[config.mk]
export PLATFORM = sky130hd
export DESIGN_NAME = sfs_sequencer
export DESIGN_NICKNAME = d
export VERILOG_FILES = /design/src/sfs_pkg.sv /design/src/sfs_sequencer.sv /design/src/sfs_sync.sv
export SDC_FILE = /design/constraint.sdc
export NUM_CORES = 1
export LEC_CHECK = 0
export ABC_AREA = 0
export BUFFER_PORTS_ARGS = -buffer_cell sky130_fd_sc_hd__buf_4
export CAP_MARGIN = 25
export CORE_MARGIN = 10
export CORE_UTILIZATION = 55
export CTS_CLUSTER_SIZE = 40
export DETAILED_ROUTE_END_ITERATION = 10
export PLACE_DENSITY = 0.79
export SYNTH_ARGS = -nofsm -noshare
export SYNTH_HDL_FRONTEND = slang
export SYNTH_SLANG_ARGS = --single-unit
[constraint.sdc]
create_clock -name core_clk -period 24.9 [get_ports core_clk]
set_input_delay 2.49 -clock core_clk [delete_from_list [all_inputs] [get_ports core_clk]]
set_output_delay 2.49 -clock core_clk [all_outputs]
set_load 0.1 [all_outputs]
[src/sfs_pkg.sv]
// Constants, register map and state codes for the snapshot and flash sequencer.
// Assumes one 40 MHz core clock that is also the pixel clock of the timing core.
// Functional notes
// - Strobe register bit 14 marks fully flashed frames
// - Strobe: single shot, frame delay, xenon length
// - Reset: rolling shutter mode, shutter output low
// - Trigger on bit 0 rise or pin rise
// - Frame valid drops 6 clocks after line
// - Hold rows in reset, release all together
// - Readout starts at readout start count
// - Exactly one frame read, then rolling mode
// - First rolling frame after blanking plus exposure
// - Double buffers load at frame or readout
// - Shutter asserts at count, drops two rows after frame end
// - Flash bit pulses strobe during integration
// - Bulb mode: trigger level ends integration
// - Bulb: extend by readout minus shutter count
// - Rearm only after trigger released, shutter low
// - Streaming continues until sequence completes
package sfs_pkg;

	localparam logic [7:0] ADDR_STROBE   = 8'h00;
	localparam logic [7:0] ADDR_STRB_LEN = 8'h04;
	localparam logic [7:0] ADDR_RESTART  = 8'h08;
	localparam logic [7:0] ADDR_TRIG     = 8'h0c;
	localparam logic [7:0] ADDR_RST_END  = 8'h10;
	localparam logic [7:0] ADDR_SHUT_AT  = 8'h14;
	localparam logic [7:0] ADDR_READ_AT  = 8'h18;
	localparam logic [7:0] ADDR_STREAM   = 8'h1c;
	localparam logic [7:0] ADDR_ROW_LEN  = 8'h20;
	localparam logic [7:0] ADDR_ROW_EXP  = 8'h24;
	localparam logic [7:0] ADDR_VBLANK   = 8'h28;
	localparam logic [7:0] ADDR_STATUS   = 8'h2c;

	localparam int STRB_EN_BIT    = 0;
	localparam int STRB_ONCE_BIT  = 1;
	localparam int STRB_XENON_BIT = 2;
	localparam int STRB_DLY_LSB   = 4;
	localparam int STRB_GOOD_BIT  = 14;
	localparam int RESTART_BIT    = 1;
	localparam int TRIG_GO_BIT    = 0;
	localparam int TRIG_BULB_BIT  = 1;
	localparam int TRIG_FLASH_BIT = 2;
	localparam int STREAM_BIT     = 0;

	localparam logic [15:0] RST_END_RST  = 16'h00a0;
	localparam logic [15:0] SHUT_AT_RST  = 16'h0100;
	localparam logic [15:0] READ_AT_RST  = 16'h0200;
	localparam logic [15:0] ROW_LEN_RST  = 16'h0100;
	localparam logic [15:0] ROW_EXP_RST  = 16'h0010;
	localparam logic [15:0] VBLANK_RST   = 16'h0010;
	localparam logic [15:0] STRB_LEN_RST = 16'h0010;

	// Pixel clock and core clock are the same, so periods equal cycles
	localparam int FV_TRUNC_PCLK = 6;
	localparam int FV_TRUNC_CYC  = FV_TRUNC_PCLK;
	localparam int SHUT_NEG_ROWS = 2;
	localparam int FLASH_DLY_CYC = 4;

	typedef enum logic [3:0] {
		ST_ERS,
		ST_WAIT_LV,
		ST_TRUNC,
		ST_ROW_RST,
		ST_INTEG,
		ST_READ_WAIT,
		ST_READOUT,
		ST_SHUT_HOLD,
		ST_RESUME
	} sfs_state_t;

endpackage

[src/sfs_sequencer.sv]
// Snapshot, mechanical shutter and flash strobe sequencer with APB registers.
// Assumes line and frame valid come from the timing core on core_clk.
//
// Design decisions made here: the APB slave port and the register addresses.
`timescale 1ns/100ps
module sfs_sequencer (
	input  wire logic        core_clk,            // 40 MHz pixel clock
	input  wire logic        resetn,              // Async reset, active low
	input  wire logic        psel,                // APB select
	input  wire logic        penable,             // APB enable
	input  wire logic        pwrite,              // APB direction
	input  wire logic [7:0]  paddr,               // APB byte address
	input  wire logic [31:0] pwdata,              // APB write data
	output logic      [31:0] prdata,              // APB read data
	output logic             pready,              // APB ready
	output logic             pslverr,             // APB error, unmapped
	input  wire logic        line_valid_in,       // Line valid from timing core
	input  wire logic        frame_valid_in,      // Frame valid from timing core
	input  wire logic        general_input_pin,   // Asynchronous trigger pin
	input  wire logic        gpi_trig_en,         // Pin used as trigger
	output logic             line_valid,          // Gated line valid
	output logic             frame_valid,         // Gated frame valid
	output logic             pixel_clock_en,      // Pixel clock output enable
	output logic             flash_out,           // Flash strobe
	output logic             shutter_out,         // Mechanical shutter
	output logic             rows_in_reset,       // All rows held in reset
	output logic             rows_integrating,    // Global integration phase
	output logic             readout_start,       // Start one frame readout
	output logic             dbuf_update,         // Load double buffers
	output logic             restart_req,         // Forced restart pulse
	output logic             stream_active,       // Streaming state
	output logic             rolling_shutter_mode // Rolling shutter active
);
	typedef struct packed {
		sfs_pkg::sfs_state_t st;
		logic        strb_en;
		logic        strb_once;
		logic        strb_xenon;
		logic [2:0]  strb_dly;
		logic [15:0] strb_len;
		logic        trig_go;
		logic        trig_bulb;
		logic        trig_flash;
		logic        stream;
		logic [15:0] rst_end;
		logic [15:0] shut_at;
		logic [15:0] read_at;
		logic [15:0] row_len;
		logic [15:0] row_exp;
		logic [15:0] vblank;
		logic        s_bulb;
		logic        s_flash;
		logic        armed;
		logic        lv_d;
		logic        fv_d;
		logic [31:0] cnt;
		logic [31:0] aux;
		logic [2:0]  fr_dly;
		logic        fired;
		logic        led_on;
		logic [15:0] x_cnt;
		logic        lit;
		logic        good;
		logic        lv_q;
		logic        fv_q;
		logic        flash_q;
		logic        shut_q;
		logic        rst_q;
		logic        int_q;
		logic        rd_go_q;
		logic        dbuf_q;
		logic        restart_q;
		logic        strm_q;
		logic [31:0] prdata;
	} sfs_regs_t;

	sfs_regs_t   s;
	sfs_regs_t   n;
	logic        gpi_s;
	logic        trig_lvl;
	logic        fv_rise;
	logic        lv_fall;
	logic        hold;
	logic        snap_flash;
	logic        wr_acc;
	logic [31:0] rdata;
	logic [31:0] resume_cyc;

	function automatic logic mapped(input logic [7:0] a);
		return (a[1:0] == 2'h0) && (a <= sfs_pkg::ADDR_STATUS);
	endfunction

	// States whose line and frame valid reach the outputs
	function automatic logic passes(input sfs_pkg::sfs_state_t st);
		return (st == sfs_pkg::ST_ERS) || (st == sfs_pkg::ST_WAIT_LV)
		    || (st == sfs_pkg::ST_TRUNC) || (st == sfs_pkg::ST_READ_WAIT)
		    || (st == sfs_pkg::ST_READOUT);
	endfunction

	sfs_sync #(.W(1)) u_gpi_sync (
		.clk   (core_clk),
		.rst_n (resetn),
		.d     (general_input_pin),
		.q     (gpi_s)
	);

	assign trig_lvl = s.trig_go | (gpi_trig_en & gpi_s);
	assign fv_rise  = frame_valid_in & ~s.fv_d;
	assign lv_fall  = ~line_valid_in & s.lv_d;
	assign wr_acc   = psel & penable & pwrite & mapped(paddr);
	assign hold     = s.s_bulb && (s.cnt == 32'(s.shut_at)) && trig_lvl;
	// Product is at most 33 bits; top bit dropped as unrealistic
	assign resume_cyc = 32'((17'(s.vblank) + 17'(s.row_exp)) * s.row_len);
	assign snap_flash = (s.st == sfs_pkg::ST_INTEG) && s.s_flash
	                 && (s.aux >= 32'(sfs_pkg::FLASH_DLY_CYC))
	                 && (s.aux < 32'(sfs_pkg::FLASH_DLY_CYC) + 32'(s.strb_len));

	always_comb
	begin
		rdata = 32'h0;
		case (paddr)
			sfs_pkg::ADDR_STROBE:
			begin
				rdata[sfs_pkg::STRB_EN_BIT]           = s.strb_en;
				rdata[sfs_pkg::STRB_ONCE_BIT]         = s.strb_once;
				rdata[sfs_pkg::STRB_XENON_BIT]        = s.strb_xenon;
				rdata[sfs_pkg::STRB_DLY_LSB +: 3]     = s.strb_dly;
				rdata[sfs_pkg::STRB_GOOD_BIT]         = s.good;
			end
			sfs_pkg::ADDR_STRB_LEN: rdata[15:0] = s.strb_len;
			sfs_pkg::ADDR_TRIG:
			begin
				rdata[sfs_pkg::TRIG_GO_BIT]    = s.trig_go;
				rdata[sfs_pkg::TRIG_BULB_BIT]  = s.trig_bulb;
				rdata[sfs_pkg::TRIG_FLASH_BIT] = s.trig_flash;
			end
			sfs_pkg::ADDR_RST_END: rdata[15:0] = s.rst_end;
			sfs_pkg::ADDR_SHUT_AT: rdata[15:0] = s.shut_at;
			sfs_pkg::ADDR_READ_AT: rdata[15:0] = s.read_at;
			sfs_pkg::ADDR_STREAM:  rdata[sfs_pkg::STREAM_BIT] = s.stream;
			sfs_pkg::ADDR_ROW_LEN: rdata[15:0] = s.row_len;
			sfs_pkg::ADDR_ROW_EXP: rdata[15:0] = s.row_exp;
			sfs_pkg::ADDR_VBLANK:  rdata[15:0] = s.vblank;
			sfs_pkg::ADDR_STATUS:  rdata[6:0]  = {s.strm_q, s.flash_q, s.shut_q, s.st};
			default:               rdata = 32'h0;
		endcase
	end

	always_comb
	begin
		n           = s;
		n.rd_go_q   = 1'b0;
		n.dbuf_q    = 1'b0;
		n.restart_q = 1'b0;
		n.lv_d      = line_valid_in;
		n.fv_d      = frame_valid_in;
		// Read data sampled in setup so it stands from a flop in access
		if (psel && !penable)
			n.prdata = rdata;
		if (wr_acc)
		begin
			case (paddr)
				sfs_pkg::ADDR_STROBE:
				begin
					n.strb_en    = pwdata[sfs_pkg::STRB_EN_BIT];
					n.strb_once  = pwdata[sfs_pkg::STRB_ONCE_BIT];
					n.strb_xenon = pwdata[sfs_pkg::STRB_XENON_BIT];
					n.strb_dly   = pwdata[sfs_pkg::STRB_DLY_LSB +: 3];
				end
				sfs_pkg::ADDR_STRB_LEN: n.strb_len = pwdata[15:0];
				// restart pulse masks the partly lit frame
				sfs_pkg::ADDR_RESTART:  n.restart_q = pwdata[sfs_pkg::RESTART_BIT];
				sfs_pkg::ADDR_TRIG:
				begin
					n.trig_go    = pwdata[sfs_pkg::TRIG_GO_BIT];
					n.trig_bulb  = pwdata[sfs_pkg::TRIG_BULB_BIT];
					n.trig_flash = pwdata[sfs_pkg::TRIG_FLASH_BIT];
				end
				sfs_pkg::ADDR_RST_END: n.rst_end = pwdata[15:0];
				sfs_pkg::ADDR_SHUT_AT: n.shut_at = pwdata[15:0];
				sfs_pkg::ADDR_READ_AT: n.read_at = pwdata[15:0];
				sfs_pkg::ADDR_STREAM:  n.stream  = pwdata[sfs_pkg::STREAM_BIT];
				sfs_pkg::ADDR_ROW_LEN: n.row_len = pwdata[15:0];
				sfs_pkg::ADDR_ROW_EXP: n.row_exp = pwdata[15:0];
				sfs_pkg::ADDR_VBLANK:  n.vblank  = pwdata[15:0];
				default:               n.vblank  = s.vblank;
			endcase
		end

		// rearm only with trigger low and shutter released
		if (!trig_lvl && (s.st == sfs_pkg::ST_ERS || s.st == sfs_pkg::ST_RESUME))
			n.armed = 1'b1;

		case (s.st)
			sfs_pkg::ST_ERS, sfs_pkg::ST_RESUME:
			begin
				// edge start from register bit or pin
				if (s.armed && trig_lvl)
				begin
					n.s_bulb  = s.trig_bulb;
					n.s_flash = s.trig_flash;
					n.armed   = 1'b0;
					n.led_on  = 1'b0;
					n.x_cnt   = 16'h0;
					n.cnt     = 32'h0;
					n.st      = s.fv_d ? sfs_pkg::ST_WAIT_LV : sfs_pkg::ST_ROW_RST;
				end
				else if (s.st == sfs_pkg::ST_RESUME)
				begin
					if (s.aux == 32'h0)
						n.st = sfs_pkg::ST_ERS;
					else
						n.aux = s.aux - 32'h1;
				end
			end
			sfs_pkg::ST_WAIT_LV:
			begin
				if (lv_fall)
				begin
					n.st  = sfs_pkg::ST_TRUNC;
					n.aux = 32'(sfs_pkg::FV_TRUNC_CYC - 1);
				end
				else if (!frame_valid_in)
					n.st = sfs_pkg::ST_ROW_RST;
			end
			sfs_pkg::ST_TRUNC:
			begin
				// frame valid cut after the fixed delay
				if (s.aux == 32'h0)
					n.st = sfs_pkg::ST_ROW_RST;
				else
					n.aux = s.aux - 32'h1;
			end
			sfs_pkg::ST_ROW_RST:
			begin
				n.cnt = s.cnt + 32'h1;
				if (s.cnt == 32'(s.rst_end))
				begin
					n.st  = sfs_pkg::ST_INTEG;
					n.aux = 32'h0;
				end
			end
			sfs_pkg::ST_INTEG:
			begin
				n.aux = s.aux + 32'h1;
				// bulb release adds readout minus shutter count
				if (!hold)
					n.cnt = s.cnt + 32'h1;
				if (s.cnt == 32'(s.read_at) && !hold)
				begin
					n.st      = sfs_pkg::ST_READ_WAIT;
					n.rd_go_q = 1'b1;
					n.dbuf_q  = 1'b1;
				end
			end
			sfs_pkg::ST_READ_WAIT:
			begin
				if (frame_valid_in)
					n.st = sfs_pkg::ST_READOUT;
			end
			sfs_pkg::ST_READOUT:
			begin
				if (!frame_valid_in)
				begin
					n.st  = sfs_pkg::ST_SHUT_HOLD;
					n.aux = 32'(s.row_len) * 32'(sfs_pkg::SHUT_NEG_ROWS);
				end
			end
			sfs_pkg::ST_SHUT_HOLD:
			begin
				// shutter drops two rows after frame end
				if (s.aux == 32'h0)
				begin
					n.shut_q = 1'b0;
					n.st     = sfs_pkg::ST_RESUME;
					n.aux    = resume_cyc;
				end
				else
					n.aux = s.aux - 32'h1;
			end
			default: n.st = sfs_pkg::ST_ERS;
		endcase

		// shutter asserts when its count is reached
		if ((s.st == sfs_pkg::ST_ROW_RST || s.st == sfs_pkg::ST_INTEG)
		    && s.cnt == 32'(s.shut_at))
			n.shut_q = 1'b1;

		if (s.x_cnt != 16'h0)
			n.x_cnt = s.x_cnt - 16'h1;
		if (!s.strb_en)
		begin
			n.led_on = 1'b0;
			n.fr_dly = s.strb_dly;
			n.fired  = 1'b0;
		end
		else if (fv_rise && s.st == sfs_pkg::ST_ERS)
		begin
			if (s.fr_dly != 3'h0)
				n.fr_dly = s.fr_dly - 3'h1;
			else if (!(s.strb_once && s.fired))
			begin
				n.fired = 1'b1;
				if (s.strb_xenon)
				begin
					n.x_cnt  = s.strb_len;
					n.led_on = 1'b0;
				end
				else
					n.led_on = 1'b1;
			end
			else
				n.led_on = 1'b0;
		end
		n.flash_q = n.led_on | (n.x_cnt != 16'h0) | snap_flash;

		// mark frames lit from start to end
		if (fv_rise)
		begin
			n.good = s.lit;
			n.lit  = n.led_on | (n.x_cnt != 16'h0);
		end
		else if (!s.flash_q && !s.strb_xenon)
			n.lit = 1'b0;
		if (n.restart_q)
			n.lit = 1'b0;

		// rolling mode loads at every frame start
		if (fv_rise && s.st == sfs_pkg::ST_ERS)
			n.dbuf_q = 1'b1;

		n.rst_q  = (n.st == sfs_pkg::ST_ROW_RST);
		n.int_q  = (n.st == sfs_pkg::ST_INTEG);
		// gate on next state
		// Registered gate would cut frame valid one clock late
		n.lv_q   = line_valid_in & passes(n.st);
		n.fv_q   = frame_valid_in & passes(n.st);
		// a running sequence keeps the stream alive
		n.strm_q = s.stream | (s.st != sfs_pkg::ST_ERS);
	end

	always_ff @(posedge core_clk or negedge resetn)
	begin
		// rolling mode and shutter low out of reset
		if (!resetn)
		begin
			s          <= '0;
			s.rst_end  <= sfs_pkg::RST_END_RST;
			s.shut_at  <= sfs_pkg::SHUT_AT_RST;
			s.read_at  <= sfs_pkg::READ_AT_RST;
			s.row_len  <= sfs_pkg::ROW_LEN_RST;
			s.row_exp  <= sfs_pkg::ROW_EXP_RST;
			s.vblank   <= sfs_pkg::VBLANK_RST;
			s.strb_len <= sfs_pkg::STRB_LEN_RST;
		end
		else
			s <= n;
	end

	assign prdata               = s.prdata;
	assign pready               = 1'b1;
	assign pslverr              = psel & penable & ~mapped(paddr);
	assign line_valid           = s.lv_q;
	assign frame_valid          = s.fv_q;
	assign pixel_clock_en       = s.strm_q;
	assign flash_out            = s.flash_q;
	assign shutter_out          = s.shut_q;
	assign rows_in_reset        = s.rst_q;
	assign rows_integrating     = s.int_q;
	assign readout_start        = s.rd_go_q;
	assign dbuf_update          = s.dbuf_q;
	assign restart_req          = s.restart_q;
	assign stream_active        = s.strm_q;
	assign rolling_shutter_mode = (s.st == sfs_pkg::ST_ERS) || (s.st == sfs_pkg::ST_WAIT_LV)
	                           || (s.st == sfs_pkg::ST_TRUNC);
endmodule // sfs_sequencer

[src/sfs_sync.sv]
// Two-flop synchroniser for asynchronous pins.
// Assumes the destination clock is the core clock.
`timescale 1ns/100ps
module sfs_sync #(
	parameter int W = 1
) (
	input  wire logic         clk,    // Destination clock
	input  wire logic         rst_n,  // Async reset, active low
	input  wire logic [W-1:0] d,      // Asynchronous input
	output logic      [W-1:0] q       // Synchronised output
);
	logic [W-1:0] meta_r;

	genvar i;
	generate
		for (i = 0; i < W; i++)
		begin : g_bit
			always_ff @(posedge clk or negedge rst_n)
			begin
				if (!rst_n)
				begin
					meta_r[i] <= 1'b0;
					q[i]      <= 1'b0;
				end
				else
				begin
					meta_r[i] <= d[i];
					q[i]      <= meta_r[i];
				end
			end
		end
	endgenerate
endmodule // sfs_sync

==> metrics list <==
- The run finished with clean final reports.
* Row cnt: 76
- CTS buffer count: 26
* Core area: 43000 sq um
* Initial DRT Pass Iterations: 7
- Number of antenna diodes: 0
* Worst vdd rail ir drop: 0.0664 mV
- The worst setup path is launched from a flip-flop.
- Die height: 228 microns
- Critical Path Most Common Cell: fa_1
- Crit Path Max Fanout: 15
* Clock net sink count: 246
- Antenna-violating nets left: 0
- Standard cell with the maximum stage delay on the critical path: a2111oi_0
- Buffers placed on the I/O ports in this run total 61.
- Setup violations remaining at the end of the flow were counted as 0.
- Maximum clock path buffer count: 3
- Across every metal layer, demand over resource in global routing totals 27.4%.
- The first global-routing pass estimated 115000 microns of wire.
* Synthesized area per cell: 9.21 sq um
- Setup repair after global routing left no endpoint under its margin.
- Final hold violations: 0
- Fraction of layout cells with a size suffix above 1: 12.6%
- Instance count of the mapped netlist: 2591
* Reg-to-reg setup timing slack: 15.17 ns
- In this run the critical register-to-register path is captured at s[96]$_DFFE_PN0P_.
- After detailed routing, the number of vias per cell comes to 6.32.
- Clock skew on the completed layout was measured at 0.0174 ns.
- The initial utilization of the core area, before any placement, comes to 55.5%.
- The final layout contains routed wiring with a total length of 72700 microns.
- Once placement finished, the instance area stood at 24700 sq um.
- Largest stage delay on the critical path: 0.76 ns
- Setup TNS: 0 ns
* Total net switching power: 510 uW
- Worst hold path class: reg -> reg
- In this design, the largest share of critical-path delay is due to adder cells.
- At the worst endpoint, the arrival time is 10.17 ns.
- The final layout contains 2954 nets.
- After layout, the worst path uses 39.1% of the clock period.
- Worst path depth: 29
- Relative slew slack: 27.0%
- Detailed-route wire length per cell: 23.0 microns
- Share of total power in sequential cells: 37.1%
* Transition time at the pin with the least slew margin: 1.09 ns
- Synth async-reset ratio: 100%
- Count of different cell masters after synthesis: 80
- Ratio of total power to cell area: 51.4 nW/um^2
- For this run, the number of Yosys warnings is 0.
* Cells resized by post-CTS repair: 0
* R2R Path Start: s[150]$_DFFE_PN0P_
- Most frequently used flop master after synthesis: dfrtp_1
* Antenna violations before repair: 1
* Count of hold-fix buffers inserted at cts: 0
* Final period demand of the worst path: 9.73 ns
- The most critical setup path has its endpoint at s[96]$_DFFE_PN0P_.
- Routability congestion estimate from global placement: 0.979
- Number of max-slew violations in the final report: 0
- Entering global routing, the biggest net connects 120 pins.
- The critical path starts at s[150]$_DFFE_PN0P_.
- Area of the die: 52100 sq um
- Area delta synth->final: 7.37%
* Register bit count reported by yosys: 246
* Count of max-cap constraint violations: 0
- STA puts the critical path data required time at 25.33 ns.
* Cell internal power dissipation: 807 uW
* Post-Layout Inst Area: 25600 sq um
* Cell leakage power: 12.3 nW
- Via count: 19957
- The number of global-route vias before repair came to 20329.
- DRC marker count from the first detailed-route iteration: 2175
* Maximum achievable frequency: 0.103 GHz
* Worst Path Buf+Inv: 4
- Critical path capture point type: flip-flop
- CTS tree: done
- Number of post-CTS setup repair buffers: 0
- Sum of overflow across all layers after global routing: 0
- In this run switching power makes up 38.7% of total power.
* Clock Pin Slew Worst Setup and Hold Paths: 0.06 ns
- For this run, design rule violations remaining after detail routing come to 0.
- Total number of H-tree levels: 1
- Logic depth of the worst register-to-register path: 29
* Worst Setup Path Type: reg -> reg
* Count of flip-flops with a built-in enable after synthesis: 0
* Combinational cell fraction of total power: 31.4%
- Summing the sequential cell areas from Yosys gives 25.8% of the chip area.
- In this run the count of I/O pins placed on the die edge is 95.
- Post-synthesis cell area: 23900 sq um
- Worst-skew pair later-pin latency: 0.56 ns
- The die is 228 microns wide.
- Detailed placement finished with a half-perimeter wire length of 53800 microns.
* Clock power frac: 31.5%
* CTS Root Buffer Type: clkbuf_16
stage by stage:
stage               hold WS [ns]  setup WS (ns)  power (mW)  utilization [%]  cells
finish                     0.366          15.17        1.32             59.6   3158
global route               0.373          14.66        1.37             59.6   3158
CTS                        0.363          15.35        1.31             59.6   3155
detailed placement         0.349          15.39       0.897             57.5   3109
global placement           0.333          15.51       0.884             57.3   3103
floorplan                  0.331          16.65       0.787                -   2606
metal layers:
| layer | vias to the layer above | wire length [microns] | track usage [%] |
|---|---|---|---|
| met5 | - | 0 | 0 |
| met4 | 0 | 4300 | 15.0 |
| met3 | 223 | 6390 | 4.03 |
| met2 | 1061 | 34600 | 44.9 |
| met1 | 9974 | 27400 | 34.6 |
| li1 | 8699 | - | - |
cell families after synthesis:
| family | synth area share, % |
|---|---|
| simple gates | 17.1 |
| other cells | 0.0315 |
| fa+ha+maj | 24.9 |
| compound gates | 12.5 |
| xor+xnor | 5.43 |
| flops | 25.8 |
| mux | 6.34 |
| buf+inv | 7.80 |
final cells by class:
cell class	instances	area [sq um]
Sequential cell	246	6170
Inverter	271	1020
Timing Repair Buffer	106	822
Fill cell	3611	17400
Clock inverter	11	149
Multi-Input combinational cell	1904	16000
Clock buffer	35	754
Tap cell	585	732
synth_stat cells, types with 25 or more instances:
| master | n | area [sq um] |
|---|---|---|
| ha_1 | 142 | 1780 |
| nor2_1 | 144 | 541 |
| a21o_1 | 31 | 233 |
| and2_1 | 121 | 757 |
| nor3_1 | 46 | 230 |
| xnor2_1 | 100 | 876 |
| a21oi_1 | 87 | 435 |
| dfrtp_1 | 238 | 5960 |
| clkbuf_1 | 141 | 529 |
| nand2_1 | 253 | 950 |
| fa_1 | 208 | 4160 |
| inv_1 | 271 | 1020 |
| nand4_1 | 32 | 200 |
| nand3_1 | 59 | 295 |
| nor4_1 | 27 | 169 |
| buf_4 | 34 | 255 |
| o21ai_0 | 95 | 475 |
| mux2_2 | 129 | 1450 |
| a31oi_1 | 25 | 156 |
| a22oi_1 | 32 | 240 |
| and3_1 | 30 | 188 |
| xor2_1 | 48 | 420 |
worst min path at each step:
| stage | slack (ns) | cells past startpoint | endpoint | start |
|---|---|---|---|---|
| floorplan | 0.33 | 0 | u_gpi_sync.q$_DFF_PN0_ | u_gpi_sync.meta_r$_DFF_PN0_ |
| global placement | 0.33 | 0 | u_gpi_sync.q$_DFF_PN0_ | u_gpi_sync.meta_r$_DFF_PN0_ |
| detailed placement | 0.35 | 0 | u_gpi_sync.q$_DFF_PN0_ | u_gpi_sync.meta_r$_DFF_PN0_ |
| CTS | 0.36 | 0 | u_gpi_sync.q$_DFF_PN0_ | u_gpi_sync.meta_r$_DFF_PN0_ |
| global route | 0.37 | 0 | u_gpi_sync.q$_DFF_PN0_ | u_gpi_sync.meta_r$_DFF_PN0_ |
| finish | 0.37 | 0 | u_gpi_sync.q$_DFF_PN0_ | u_gpi_sync.meta_r$_DFF_PN0_ |
worst reg2reg max path, delay by kind of cell (launching register included):
family,cells,cell delay [ns]
flip-flops,1,0.38
adder cells (fa/ha/maj),9,4.17
buffers and inverters,4,0.30
AO/OA/AOI/OAI,11,3.13
AND/OR/NAND/NOR,4,1.44
multiplexers,1,0.20
layout by cell type (no fill, tap or decap), types with 15 or more instances in the layout:
master / Yosys / routed
inv_1: 271 / 271
nand2_1: 253 / 253
dfrtp_1: 238 / 238
fa_1: 208 / 208
nor2_1: 144 / 144
ha_1: 142 / 142
mux2_2: 129 / 129
and2_1: 121 / 121
buf_4: 34 / 100
o21ai_0: 95 / 95
xnor2_1: 100 / 94
a21oi_1: 87 / 87
nand3_1: 59 / 59
xor2_1: 48 / 48
nor3_1: 46 / 38
nand4_1: 32 / 32
a22oi_1: 32 / 32
a21o_1: 31 / 31
and3_1: 30 / 30
nor4_1: 27 / 27
clkbuf_16: 0 / 26
a31oi_1: 25 / 25
a222oi_1: 21 / 21
nor2b_1: 19 / 19
nand2b_1: 18 / 18
or3_1: 17 / 17
conb_1: 2 / 17
a22o_1: 16 / 16
a221oi_1: 15 / 15
state kept, by name, indices dropped and copies added, names as in the netlist, named ones only:
name               flops
flash_out              1
rows_in_reset          1
u_gpi_sync.meta_r      1
frame_valid            1
restart_req            1
pixel_clock_en         1
rows_integrating       1
dbuf_update            1
readout_start          1
line_valid             1
shutter_out            1
prdata                16
s                    217
u_gpi_sync.q           1
power by group through the flow:
stage	registers (mW)	logic, mW	clock network, mW
floorplan	0.475	0.311	0
global placement	0.491	0.392	0
detailed placement	0.493	0.404	0
CTS	0.486	0.406	0.419
global route	0.493	0.447	0.435
finish	0.488	0.414	0.415
Power figures use the tool's default switching activity.
